File: config.mk
export PLATFORM = sky130hd
export DESIGN_NAME = irq_status
export DESIGN_NICKNAME = d
export VERILOG_FILES = /design/src/irq_status_pkg.sv /design/src/irq_status.sv
export SDC_FILE = /design/constraint.sdc
export NUM_CORES = 1
export LEC_CHECK = 0
export BUFFER_PORTS_ARGS = -buffer_cell sky130_fd_sc_hd__buf_2
export CAP_MARGIN = 20
export CORE_ASPECT_RATIO = 0.5
export CORE_MARGIN = 5
export CORE_UTILIZATION = 43
export DETAILED_ROUTE_END_ITERATION = 10
export PLACE_DENSITY = 0.7
export SKIP_LAST_GASP = 1
export SLEW_MARGIN = 10
export SYNTH_ARGS = -nofsm -noshare
export SYNTH_HDL_FRONTEND = slang
export SYNTH_SLANG_ARGS = --single-unit
File: constraint.sdc
create_clock -name aclk -period 3.8 [get_ports aclk]
set_input_delay 0.57 -clock aclk [delete_from_list [all_inputs] [get_ports aclk]]
set_output_delay 0.57 -clock aclk [all_outputs]
set_load 0.005 [all_outputs]
File: src/irq_status_pkg.sv
// constants and carrier types shared by the interrupt status block
// assumes one register per aligned 32-bit word
package irq_status_pkg;

    // ------------------------------------------------------------
    // register indices (byte address is four times the index)
    // ------------------------------------------------------------
    localparam logic [5:0] IDX_STATUS  = 6'h0c; // status on read, acknowledge on write
    localparam logic [5:0] IDX_MASK    = 6'h0d;
    localparam logic [5:0] IDX_CONTROL = 6'h10;
    localparam logic [5:0] IDX_PH_STAT = 6'h11;
    localparam logic [5:0] IDX_PHY_ST  = 6'h12;
    localparam logic [5:0] IDX_COUNTER = 6'h13;

    // ------------------------------------------------------------
    // status, mask and acknowledge bit positions
    // ------------------------------------------------------------
    localparam int B_RCV    = 0;
    localparam int B_TXCMP  = 1;
    localparam int B_TXEMP  = 2;
    localparam int B_ALLOC  = 3;
    localparam int B_OVRN   = 4;
    localparam int B_PH     = 5;
    localparam int B_ERCV   = 6;
    localparam int B_MGMT   = 7;

    // control register fields
    localparam int C_TXEN   = 0;
    localparam int C_LEEN   = 1;
    localparam int C_CREN   = 2;
    localparam int C_TEEN   = 3;
    localparam int C_DISC   = 4;
    localparam int C_THR_LO = 8;
    localparam int THR_W    = 5;

    // protocol handler status fields
    localparam int P_CAUSE  = 1;
    localparam int P_PEND   = 8;

    // ------------------------------------------------------------
    // reset values and scales
    // ------------------------------------------------------------
    localparam logic [7:0]       MASK_RST    = 8'h00;
    localparam logic [THR_W-1:0] THR_RST     = 5'h1f;
    localparam int               THR_SHIFT   = 6;     // threshold counts 64-byte blocks
    localparam int               RX_BYTES_W  = 12;
    localparam int               PHY_BITS    = 9;
    localparam logic [1:0]       RESP_OKAY   = 2'h0;
    localparam logic [1:0]       RESP_DECERR = 2'h3;

    // receive side events
    typedef struct packed {
        logic                  active;      // frame being stored
        logic                  frame_end;   // pulse, end of frame
        logic                  abort_alloc; // pulse, allocation failed
        logic                  oversize;    // pulse, frame over 2k bytes
        logic [RX_BYTES_W-1:0] bytes;       // bytes stored so far
    } rx_ev_t;

    // transmit fatal error causes
    typedef struct packed {
        logic underrun;
        logic sqe_err;
        logic carrier_lost;
        logic late_collision;
        logic excess_collisions;
    } tx_cause_t;

endpackage

File: src/irq_status.sv
// interrupt status, mask and acknowledge logic of the ethernet controller
// assumes event inputs synchronous to aclk
// Operation
// - mask bit high enables its status source onto the interrupt output
// - mask register accepted as word or as byte access
// - change of any monitored phy bit not already held sets phy change flag
// - phy bits latch on change; read refreshes them
// - phy change flag clears only by acknowledge write of its bit
// - early receive set above byte threshold, held until acknowledged
// - handler flag merges three individually enabled exceptions
// - fatal error clears transmit enable and success, records cause
// - handler flag clears only through its cause
// - receive overrun set on allocation failure, oversize frame or discard
// - overrun flag stays latched until acknowledge write with its bit
// - allocation flag is inverse of allocation failed
// - allocation flag clears on next request or failed allocation
// - queue empty flag latched on becoming empty until acknowledged
// - transmit complete flag is inverse of completion queue empty
// - transmit complete acknowledge pops that packet's completion
// - receive pending is inverse of receive queue empty
// - write-only acknowledge at status offset; ones clear flags
//
// Register access over AXI4-Lite was left to the implementer.
`timescale 1ns/1ps
module irq_status #(
    parameter int AW = 8
) (
    // clock and reset
    input  wire logic                         aclk,
    input  wire logic                         aresetn,
    // axi4-lite slave
    input  wire logic [AW-1:0]                s_axi_awaddr,
    input  wire logic                         s_axi_awvalid,
    output logic                              s_axi_awready,
    input  wire logic [31:0]                  s_axi_wdata,
    input  wire logic [3:0]                   s_axi_wstrb,
    input  wire logic                         s_axi_wvalid,
    output logic                              s_axi_wready,
    output logic [1:0]                        s_axi_bresp,
    output logic                              s_axi_bvalid,
    input  wire logic                         s_axi_bready,
    input  wire logic [AW-1:0]                s_axi_araddr,
    input  wire logic                         s_axi_arvalid,
    output logic                              s_axi_arready,
    output logic [31:0]                       s_axi_rdata,
    output logic [1:0]                        s_axi_rresp,
    output logic                              s_axi_rvalid,
    input  wire logic                         s_axi_rready,
    // device events
    input  wire logic [irq_status_pkg::PHY_BITS-1:0] phy_status,
    input  wire irq_status_pkg::rx_ev_t       rx_ev,
    input  wire logic                         link_transition,
    input  wire logic                         counter_rollover,
    input  wire logic [15:0]                  counter_value,
    input  wire logic                         tx_done,
    input  wire logic                         tx_fatal,
    input  wire irq_status_pkg::tx_cause_t    tx_cause,
    input  wire logic                         alloc_request,
    input  wire logic                         alloc_ok,
    input  wire logic                         alloc_fail,
    input  wire logic                         tx_queue_empty,
    input  wire logic                         completion_queue_empty,
    input  wire logic                         receive_queue_empty,
    // outputs to the device
    output logic                              irq,
    output logic                              transmit_enable_flag,
    output logic                              receive_discard,
    output logic                              completion_pop
);

    // ------------------------------------------------------------
    // register state
    // ------------------------------------------------------------
    logic [7:0]                  interrupt_enable_mask_q;
    logic                        phy_mgmt_change_irq_q;
    logic                        early_receive_irq_q;
    logic                        receive_overrun_irq_q;
    logic                        tx_empty_irq_q;
    logic                        tx_empty_prev_q;
    logic                        alloc_failed_q;
    logic                        link_pend_q;
    logic                        roll_pend_q;
    logic                        txerr_pend_q;
    logic                        txen_q;
    logic                        tx_success_q;
    irq_status_pkg::tx_cause_t   cause_q;
    logic                        le_en_q;
    logic                        cr_en_q;
    logic                        te_en_q;
    logic                        discard_q;
    logic [irq_status_pkg::THR_W-1:0] early_receive_threshold_q;
    logic [irq_status_pkg::PHY_BITS-1:0] phy_lat_q;
    logic [irq_status_pkg::PHY_BITS-1:0] phy_held_q;
    logic                        pop_q;
    logic                        irq_q;

    // bus handshake state
    logic                        awready_q;
    logic                        arready_q;
    logic                        bvalid_q;
    logic                        rvalid_q;
    logic [1:0]                  bresp_q;
    logic [1:0]                  rresp_q;
    logic [31:0]                 rdata_q;

    // ------------------------------------------------------------
    // address decode
    // ------------------------------------------------------------
    function automatic logic hit(input logic [AW-1:0] a, input logic [5:0] idx);
        hit = (a[AW-1:2] == (AW-2)'(idx));
    endfunction

    logic       wr_go;
    logic       rd_go;
    logic [7:0] status;
    logic [7:0] ack;
    logic       wr_ctl;
    logic       rd_phy;
    logic       rd_cnt;
    logic       ph_irq;
    logic       early_hit;

    // write taken with address and data together, no answer waiting
    assign wr_go  = s_axi_awvalid & s_axi_wvalid & ~awready_q & ~bvalid_q;
    assign rd_go  = s_axi_arvalid & ~arready_q & ~rvalid_q;
    assign wr_ctl = wr_go & hit(s_axi_awaddr, irq_status_pkg::IDX_CONTROL) & s_axi_wstrb[0];
    assign rd_phy = rd_go & hit(s_axi_araddr, irq_status_pkg::IDX_PHY_ST);
    assign rd_cnt = rd_go & hit(s_axi_araddr, irq_status_pkg::IDX_COUNTER);
    // write-only acknowledge shares the status offset
    assign ack    = (wr_go & hit(s_axi_awaddr, irq_status_pkg::IDX_STATUS) & s_axi_wstrb[0])
                    ? s_axi_wdata[7:0] : 8'h00;

    // merged protocol handler exceptions
    assign ph_irq = link_pend_q | roll_pend_q | txerr_pend_q;

    // stored bytes above threshold of 64-byte blocks
    assign early_hit = rx_ev.active &
        (rx_ev.bytes > (irq_status_pkg::RX_BYTES_W)'({early_receive_threshold_q,
                                                      {irq_status_pkg::THR_SHIFT{1'b0}}}));

    // status byte as software sees it
    always_comb begin
        status = 8'h00;
        status[irq_status_pkg::B_MGMT]  = phy_mgmt_change_irq_q;
        status[irq_status_pkg::B_ERCV]  = early_receive_irq_q;
        status[irq_status_pkg::B_PH]    = ph_irq;
        status[irq_status_pkg::B_OVRN]  = receive_overrun_irq_q;
        status[irq_status_pkg::B_ALLOC] = ~alloc_failed_q;
        status[irq_status_pkg::B_TXEMP] = tx_empty_irq_q;
        status[irq_status_pkg::B_TXCMP] = ~completion_queue_empty;
        status[irq_status_pkg::B_RCV]   = ~receive_queue_empty;
    end

    // ------------------------------------------------------------
    // axi4-lite write channel
    // ------------------------------------------------------------
    always_ff @(posedge aclk) begin
        if (!aresetn) begin
            awready_q <= 1'b0;
            bvalid_q  <= 1'b0;
            bresp_q   <= irq_status_pkg::RESP_OKAY;
        end else begin
            awready_q <= wr_go;
            if (wr_go) begin
                bvalid_q <= 1'b1;
                bresp_q  <= (hit(s_axi_awaddr, irq_status_pkg::IDX_STATUS)  |
                             hit(s_axi_awaddr, irq_status_pkg::IDX_MASK)    |
                             hit(s_axi_awaddr, irq_status_pkg::IDX_CONTROL) |
                             hit(s_axi_awaddr, irq_status_pkg::IDX_PH_STAT) |
                             hit(s_axi_awaddr, irq_status_pkg::IDX_PHY_ST)  |
                             hit(s_axi_awaddr, irq_status_pkg::IDX_COUNTER))
                            ? irq_status_pkg::RESP_OKAY : irq_status_pkg::RESP_DECERR;
            end else if (s_axi_bready) begin
                bvalid_q <= 1'b0;
            end
        end
    end

    // ------------------------------------------------------------
    // axi4-lite read channel
    // ------------------------------------------------------------
    always_ff @(posedge aclk) begin
        if (!aresetn) begin
            arready_q <= 1'b0;
            rvalid_q  <= 1'b0;
            rresp_q   <= irq_status_pkg::RESP_OKAY;
            rdata_q   <= 32'h0000_0000;
        end else begin
            arready_q <= rd_go;
            if (rd_go) begin
                rvalid_q <= 1'b1;
                rresp_q  <= irq_status_pkg::RESP_OKAY;
                rdata_q  <= 32'h0000_0000;
                if (hit(s_axi_araddr, irq_status_pkg::IDX_STATUS))
                    rdata_q[7:0] <= status;
                else if (hit(s_axi_araddr, irq_status_pkg::IDX_MASK))
                    rdata_q[7:0] <= interrupt_enable_mask_q;
                else if (hit(s_axi_araddr, irq_status_pkg::IDX_CONTROL)) begin
                    rdata_q[irq_status_pkg::C_TXEN] <= txen_q;
                    rdata_q[irq_status_pkg::C_LEEN] <= le_en_q;
                    rdata_q[irq_status_pkg::C_CREN] <= cr_en_q;
                    rdata_q[irq_status_pkg::C_TEEN] <= te_en_q;
                    rdata_q[irq_status_pkg::C_DISC] <= discard_q;
                    rdata_q[irq_status_pkg::C_THR_LO +: irq_status_pkg::THR_W] <= early_receive_threshold_q;
                end else if (hit(s_axi_araddr, irq_status_pkg::IDX_PH_STAT)) begin
                    rdata_q[0] <= tx_success_q;
                    rdata_q[irq_status_pkg::P_CAUSE +: 5] <= cause_q;
                    rdata_q[irq_status_pkg::P_PEND +: 3]  <= {txerr_pend_q, roll_pend_q, link_pend_q};
                end else if (hit(s_axi_araddr, irq_status_pkg::IDX_PHY_ST))
                    rdata_q[irq_status_pkg::PHY_BITS-1:0] <= phy_lat_q;
                else if (hit(s_axi_araddr, irq_status_pkg::IDX_COUNTER))
                    rdata_q[15:0] <= counter_value;
                else
                    rresp_q <= irq_status_pkg::RESP_DECERR;
            end else if (s_axi_rready) begin
                rvalid_q <= 1'b0;
            end
        end
    end

    // ------------------------------------------------------------
    // mask and control registers
    // ------------------------------------------------------------
    // mask in lane 0: byte or word write lands
    always_ff @(posedge aclk) begin
        if (!aresetn)
            interrupt_enable_mask_q <= irq_status_pkg::MASK_RST;
        else if (wr_go & hit(s_axi_awaddr, irq_status_pkg::IDX_MASK) & s_axi_wstrb[0])
            interrupt_enable_mask_q <= s_axi_wdata[7:0];
    end

    // exception enables and early receive threshold
    always_ff @(posedge aclk) begin
        if (!aresetn) begin
            le_en_q <= 1'b0;
            cr_en_q <= 1'b0;
            te_en_q <= 1'b0;
            early_receive_threshold_q <= irq_status_pkg::THR_RST;
        end else if (wr_ctl) begin
            le_en_q <= s_axi_wdata[irq_status_pkg::C_LEEN];
            cr_en_q <= s_axi_wdata[irq_status_pkg::C_CREN];
            te_en_q <= s_axi_wdata[irq_status_pkg::C_TEEN];
            early_receive_threshold_q <= s_axi_wdata[irq_status_pkg::C_THR_LO +: irq_status_pkg::THR_W];
        end
    end

    // transmit enable: a fatal error beats software
    always_ff @(posedge aclk) begin
        if (!aresetn)
            txen_q <= 1'b0;
        else if (tx_fatal)
            txen_q <= 1'b0;
        else if (wr_ctl)
            txen_q <= s_axi_wdata[irq_status_pkg::C_TXEN];
    end

    // transmit success and recorded fatal cause
    always_ff @(posedge aclk) begin
        if (!aresetn) begin
            tx_success_q <= 1'b0;
            cause_q      <= '0;
        end else if (tx_fatal) begin
            tx_success_q <= 1'b0;
            cause_q      <= tx_cause;
        end else if (tx_done)
            tx_success_q <= 1'b1;
    end

    // discard request, self clearing
    always_ff @(posedge aclk) begin
        if (!aresetn)
            discard_q <= 1'b0;
        else if (wr_ctl & s_axi_wdata[irq_status_pkg::C_DISC])
            discard_q <= 1'b1;
        else if (rx_ev.frame_end | ~rx_ev.active)
            discard_q <= 1'b0;
    end

    // ------------------------------------------------------------
    // protocol handler exception sources
    // ------------------------------------------------------------
    always_ff @(posedge aclk) begin
        if (!aresetn) begin
            link_pend_q  <= 1'b0;
            roll_pend_q  <= 1'b0;
            txerr_pend_q <= 1'b0;
        end else begin
            if (link_transition & le_en_q)
                link_pend_q <= 1'b1;
            else if (wr_ctl & ~s_axi_wdata[irq_status_pkg::C_LEEN])
                link_pend_q <= 1'b0;
            if (counter_rollover & cr_en_q)
                roll_pend_q <= 1'b1;
            else if (rd_cnt)
                roll_pend_q <= 1'b0;
            if (tx_fatal & te_en_q)
                txerr_pend_q <= 1'b1;
            else if (wr_ctl & s_axi_wdata[irq_status_pkg::C_TXEN])
                txerr_pend_q <= 1'b0;
        end
    end

    // ------------------------------------------------------------
    // phy status change latch
    // ------------------------------------------------------------
    // a held bit keeps its value until read
    always_ff @(posedge aclk) begin
        if (!aresetn) begin
            phy_lat_q  <= '0;
            phy_held_q <= '0;
        end else begin
            for (int i = 0; i < irq_status_pkg::PHY_BITS; i++) begin
                if (rd_phy & phy_held_q[i]) begin
                    phy_lat_q[i]  <= phy_status[i];
                    phy_held_q[i] <= 1'b0;
                end else if (~phy_held_q[i] & (phy_status[i] != phy_lat_q[i])) begin
                    phy_lat_q[i]  <= phy_status[i];
                    phy_held_q[i] <= 1'b1;
                end
            end
        end
    end

    // ------------------------------------------------------------
    // acknowledgeable latched flags (set wins over acknowledge)
    // ------------------------------------------------------------
    always_ff @(posedge aclk) begin
        if (!aresetn) begin
            phy_mgmt_change_irq_q <= 1'b0;
            early_receive_irq_q   <= 1'b0;
            receive_overrun_irq_q <= 1'b0;
            tx_empty_irq_q        <= 1'b1;
            tx_empty_prev_q       <= 1'b1;
        end else begin
            tx_empty_prev_q <= tx_queue_empty;
            if (|(~phy_held_q & (phy_status ^ phy_lat_q)))
                phy_mgmt_change_irq_q <= 1'b1;
            else if (ack[irq_status_pkg::B_MGMT])
                phy_mgmt_change_irq_q <= 1'b0;
            if (early_hit)
                early_receive_irq_q <= 1'b1;
            else if (ack[irq_status_pkg::B_ERCV])
                early_receive_irq_q <= 1'b0;
            if (rx_ev.abort_alloc | rx_ev.oversize | (discard_q & rx_ev.active & rx_ev.frame_end))
                receive_overrun_irq_q <= 1'b1;
            else if (ack[irq_status_pkg::B_OVRN])
                receive_overrun_irq_q <= 1'b0;
            if (tx_queue_empty & ~tx_empty_prev_q)
                tx_empty_irq_q <= 1'b1;
            else if (ack[irq_status_pkg::B_TXEMP])
                tx_empty_irq_q <= 1'b0;
        end
    end

    // failed flag high from reset until an allocation succeeds
    always_ff @(posedge aclk) begin
        if (!aresetn)
            alloc_failed_q <= 1'b1;
        else if (alloc_request | alloc_fail)
            alloc_failed_q <= 1'b1;
        else if (alloc_ok)
            alloc_failed_q <= 1'b0;
    end

    // completion acknowledge pops the queue head
    always_ff @(posedge aclk) begin
        if (!aresetn)
            pop_q <= 1'b0;
        else
            pop_q <= ack[irq_status_pkg::B_TXCMP] & ~completion_queue_empty;
    end

    // ------------------------------------------------------------
    // interrupt output
    // ------------------------------------------------------------
    always_ff @(posedge aclk) begin
        if (!aresetn)
            irq_q <= 1'b0;
        else
            irq_q <= |(status & interrupt_enable_mask_q);
    end

    assign s_axi_awready        = awready_q;
    assign s_axi_wready         = awready_q;
    assign s_axi_bvalid         = bvalid_q;
    assign s_axi_bresp          = bresp_q;
    assign s_axi_arready        = arready_q;
    assign s_axi_rvalid         = rvalid_q;
    assign s_axi_rresp          = rresp_q;
    assign s_axi_rdata          = rdata_q;
    assign irq                  = irq_q;
    assign transmit_enable_flag = txen_q;
    assign receive_discard      = discard_q;
    assign completion_pop       = pop_q;

endmodule

==> results by group <==
Route
  – Final routed wirelength across all metal layers: 9500 um
  – Pre-antenna DRT Iters: 4
  – DRC violation count after routing: 0
  – Vias per Instance: 5.08
  – Wirelength per Cell: around 15 um
  – Via count: 3230
  – Number of routed nets with antenna violations: 0
  – Iter 0 DRT Violations: about 250

Synthesis
  – Fraction of post-synthesis cell area in the top cell type by area: 42.6%
  – Synth Register Bits: 75
  – Synth cell types: 44
  – Largest area contributor in the synthesized netlist: sky130_fd_sc_hd__dfxtp_1
  – Most repeated cell in the gate-level netlist after synthesis: sky130_fd_sc_hd__dfxtp_1
  – Syn Inst Count: 413
  – Count of flip-flops with a built-in enable after synthesis: 0
  – Syn. warnings: 0
  – FFs w/ async S/R, synth: 0%
  – Netlist area before placement: approximately 0.0035 mm2
  – Most used flip-flop cell after synthesis: sky130_fd_sc_hd__dfxtp_1
  – Top cell types by occurrence after synthesis: sky130_fd_sc_hd__dfxtp_1, sky130_fd_sc_hd__nor2_1, sky130_fd_sc_hd__nand2_1
  – Area contributors post-synth: sky130_fd_sc_hd__dfxtp_1, sky130_fd_sc_hd__nor2_1, sky130_fd_sc_hd__a21oi_1
  – Sequential cell area fraction in the yosys report: between 40% and 50%
  – Mean post-synth cell area: 8.54 um2

GRT
  – Via count of the first global-routing pass: 2988
  – Global-route congestion overflow total: 0
  – Gr usage total: 18.6%
  – Wire length of the first global-routing pass: 15000 um
  – Number of antenna violations at the first check in global routing: 0
  – Largest net degree at the start of global routing: 55

Clock tree
  – Clock tree root buffer cell: sky130_fd_sc_hd__clkbuf_16
  – Clock latency on the worst-skew pair: 0.33 ns
  – CTS HTree Levels: 3
  – Post-CTS Resized: 0
  – CTS Buf Count: 9
  – # clock sinks: 75
  – Post-CTS setup buffers: 0
  – TritonCTS clock tree: yes
  – Max Root-Sink Buffers: 2
  – Hold-fix buffers, CTS: 0
  – Clk slew on worst S/H paths: 0.05 ns

Timing
  – Minimum clock period after layout: 1.95 ns
  – Final slew viol count: 0
  – Setup total negative slack: 0 ns
  – Smallest hold slack: 0.432 ns
  – Worst clock skew: between 0.006 and 0.007 ns
  – Transition time at the pin with the least slew margin: 0.961 ns
  – Highest achievable clock rate: roughly 510 MHz
  – RSZ-0062 raised after global routing: false
  – Rel. slew slack: 35.8%
  – Final critical-path share of the clock period: 51.4%
  – Hold Fails Final Rpt: 0
  – Number of failing setup endpoints in the final timing report: 0

Cells and area
  – Final nets: 641
  – Layout Cell Area excl Fill: 0.00437 mm2
  – Share of final-layout standard cells stronger than drive strength 1: 28.2%
  – Synthesis-to-finish area growth: 24.0%
  – Diode count: 0

Placed design
  – Routability congestion estimate: around 0.84
  – Count of buffers from port buffering: 117
  – HPWL reported at the end of detailed placement: 7180 um
  – Area of placed instances: 0.00411 mm2

Floorplan
  – Core Box Area: about 0.008 mm2
  – Top-level I/O count: 160
  – Die footprint: 0.0102 mm2
  – Die height: 74.0 um
  – Effective utilization at floorplan: 44.1%
  – Placement Rows: 23
  – Die W: between 100 and 150 um

Power
  – Peak supply drop: approximately 0.22 mV
  – PwrDens: 426 mW/mm2
  – Leakage power figure: ~0.002 uW

Job
  – Maxcap violations: 0

Worst setup path
  – Required time worst endpoint: about 4.0 ns
  – Kind of critical path: primary input to flip-flop
  – Reg2Reg Launch Point: s_axi_awready$_SDFF_PN0_
  – Crit. End Element: flip-flop
  – CP Launch Point: s_axi_awaddr[2]
  – Worst Path Max Fanout: 18
  – Setup crit start kind: primary input
  – Data arrival at the endpoint of the critical path: 2.13 ns

Worst hold path
  – Hold_sp: alloc_request
  – Min-Delay Path Class: primary input to flip-flop

Outcome
  – Outcome: finished, final reports clean
-- report_power, final --
| group | switching (uW) | total, uW | internal (uW) |
|---|---|---|---|
| Sequential | 31.4 | 858 | 827 |
| Clock | 308 | 777 | 469 |
| Combinational | 120 | 227 | 107 |
| Total | 459 | 1860 | 1400 |
-- worst max-delay path, cell delays in order --
cell	delay, ns
sky130_fd_sc_hd__buf_2	0.11
sky130_fd_sc_hd__nor4b_1	0.38
sky130_fd_sc_hd__nand3_1	0.60
sky130_fd_sc_hd__o21ai_0	0.37
sky130_fd_sc_hd__a21oi_1	0.09
-- area by class of cell --
cell class	count	area [um2]
fillers	763	3630
inverters	16	60.1
multi-input cells	300	1800
clock inverters	2	12.5
repair buffers	119	601
flip-flops and latches	75	1500
clock buffers	12	256
well taps	112	140
-- registers in the layout (all words and copies together) (netlist names), 5 cells and up --
name and cells:
phy_lat_q 9, early_receive_threshold_q 5, s_axi_rdata 16, phy_held_q 9, cause_q 5, interrupt_enable_mask_q 8
-- path summary, 6_finish.rpt --
kind	to	slack, ns	cells after the start
max	txerr_pend_q$_SDFFE_PN0P_	1.85	5
min	alloc_failed_q$_SDFFE_PP1P_	0.43	2
max reg2reg	txerr_pend_q$_SDFFE_PN0P_	1.95	4
min reg2reg	s_axi_rdata[8]$_SDFFE_PN0N_	0.46	2
-- layout by cell type (no fill, tap or decap), drive strengths merged, types with 5 or more instances in the layout --
cell type and instances:
a21oi 42, a221oi 8, a22oi 5, buf 119, clkbuf 12, conb 16, dfxtp 75, ha 5
inv 16, mux2i 18, mux4 6, nand2 45, nand3 15, nor2 62, nor3 9, o21ai 21
xnor2 9
-- through the flow --
| stage | util (%) | power, uW | setup WS, ns | cells |
|---|---|---|---|---|
| after floorplan | - | 1020 | 1.91 | 428 |
| after global placement | 51.3 | 1100 | 1.52 | 622 |
| after detailed placement | 51.3 | 1100 | 1.48 | 622 |
| after CTS | 54.7 | 1880 | 1.83 | 636 |
| after global routing | 54.7 | 1940 | 1.68 | 636 |
| final | 54.7 | 1860 | 1.85 | 636 |
-- kinds of logic after synthesis --
logic type	after synthesis	synth area share [%]
multiplexers	27	9.90
AO/OA/AOI/OAI	88	14.7
flip-flops	75	42.6
adder cells (fa/ha/maj)	5	1.77
AND/OR/NAND/NOR	155	20.8
buffers and inverters	53	7.91
XOR/XNOR	9	2.23
other	1	0.106
-- metal layers --
| layer | global-route usage [%] | vias to the layer above | share of wire, % |
|---|---|---|---|
| met4 | 7.23 | 0 | 1.3 |
| li1 | - | 1625 | - |
| met3 | 5.52 | 10 | 6.6 |
| met1 | 23.4 | 1502 | 45 |
| met5 | 0 | - | 0 |
| met2 | 30.8 | 93 | 47 |
Note: power is estimated with default switching activity, not from simulation.
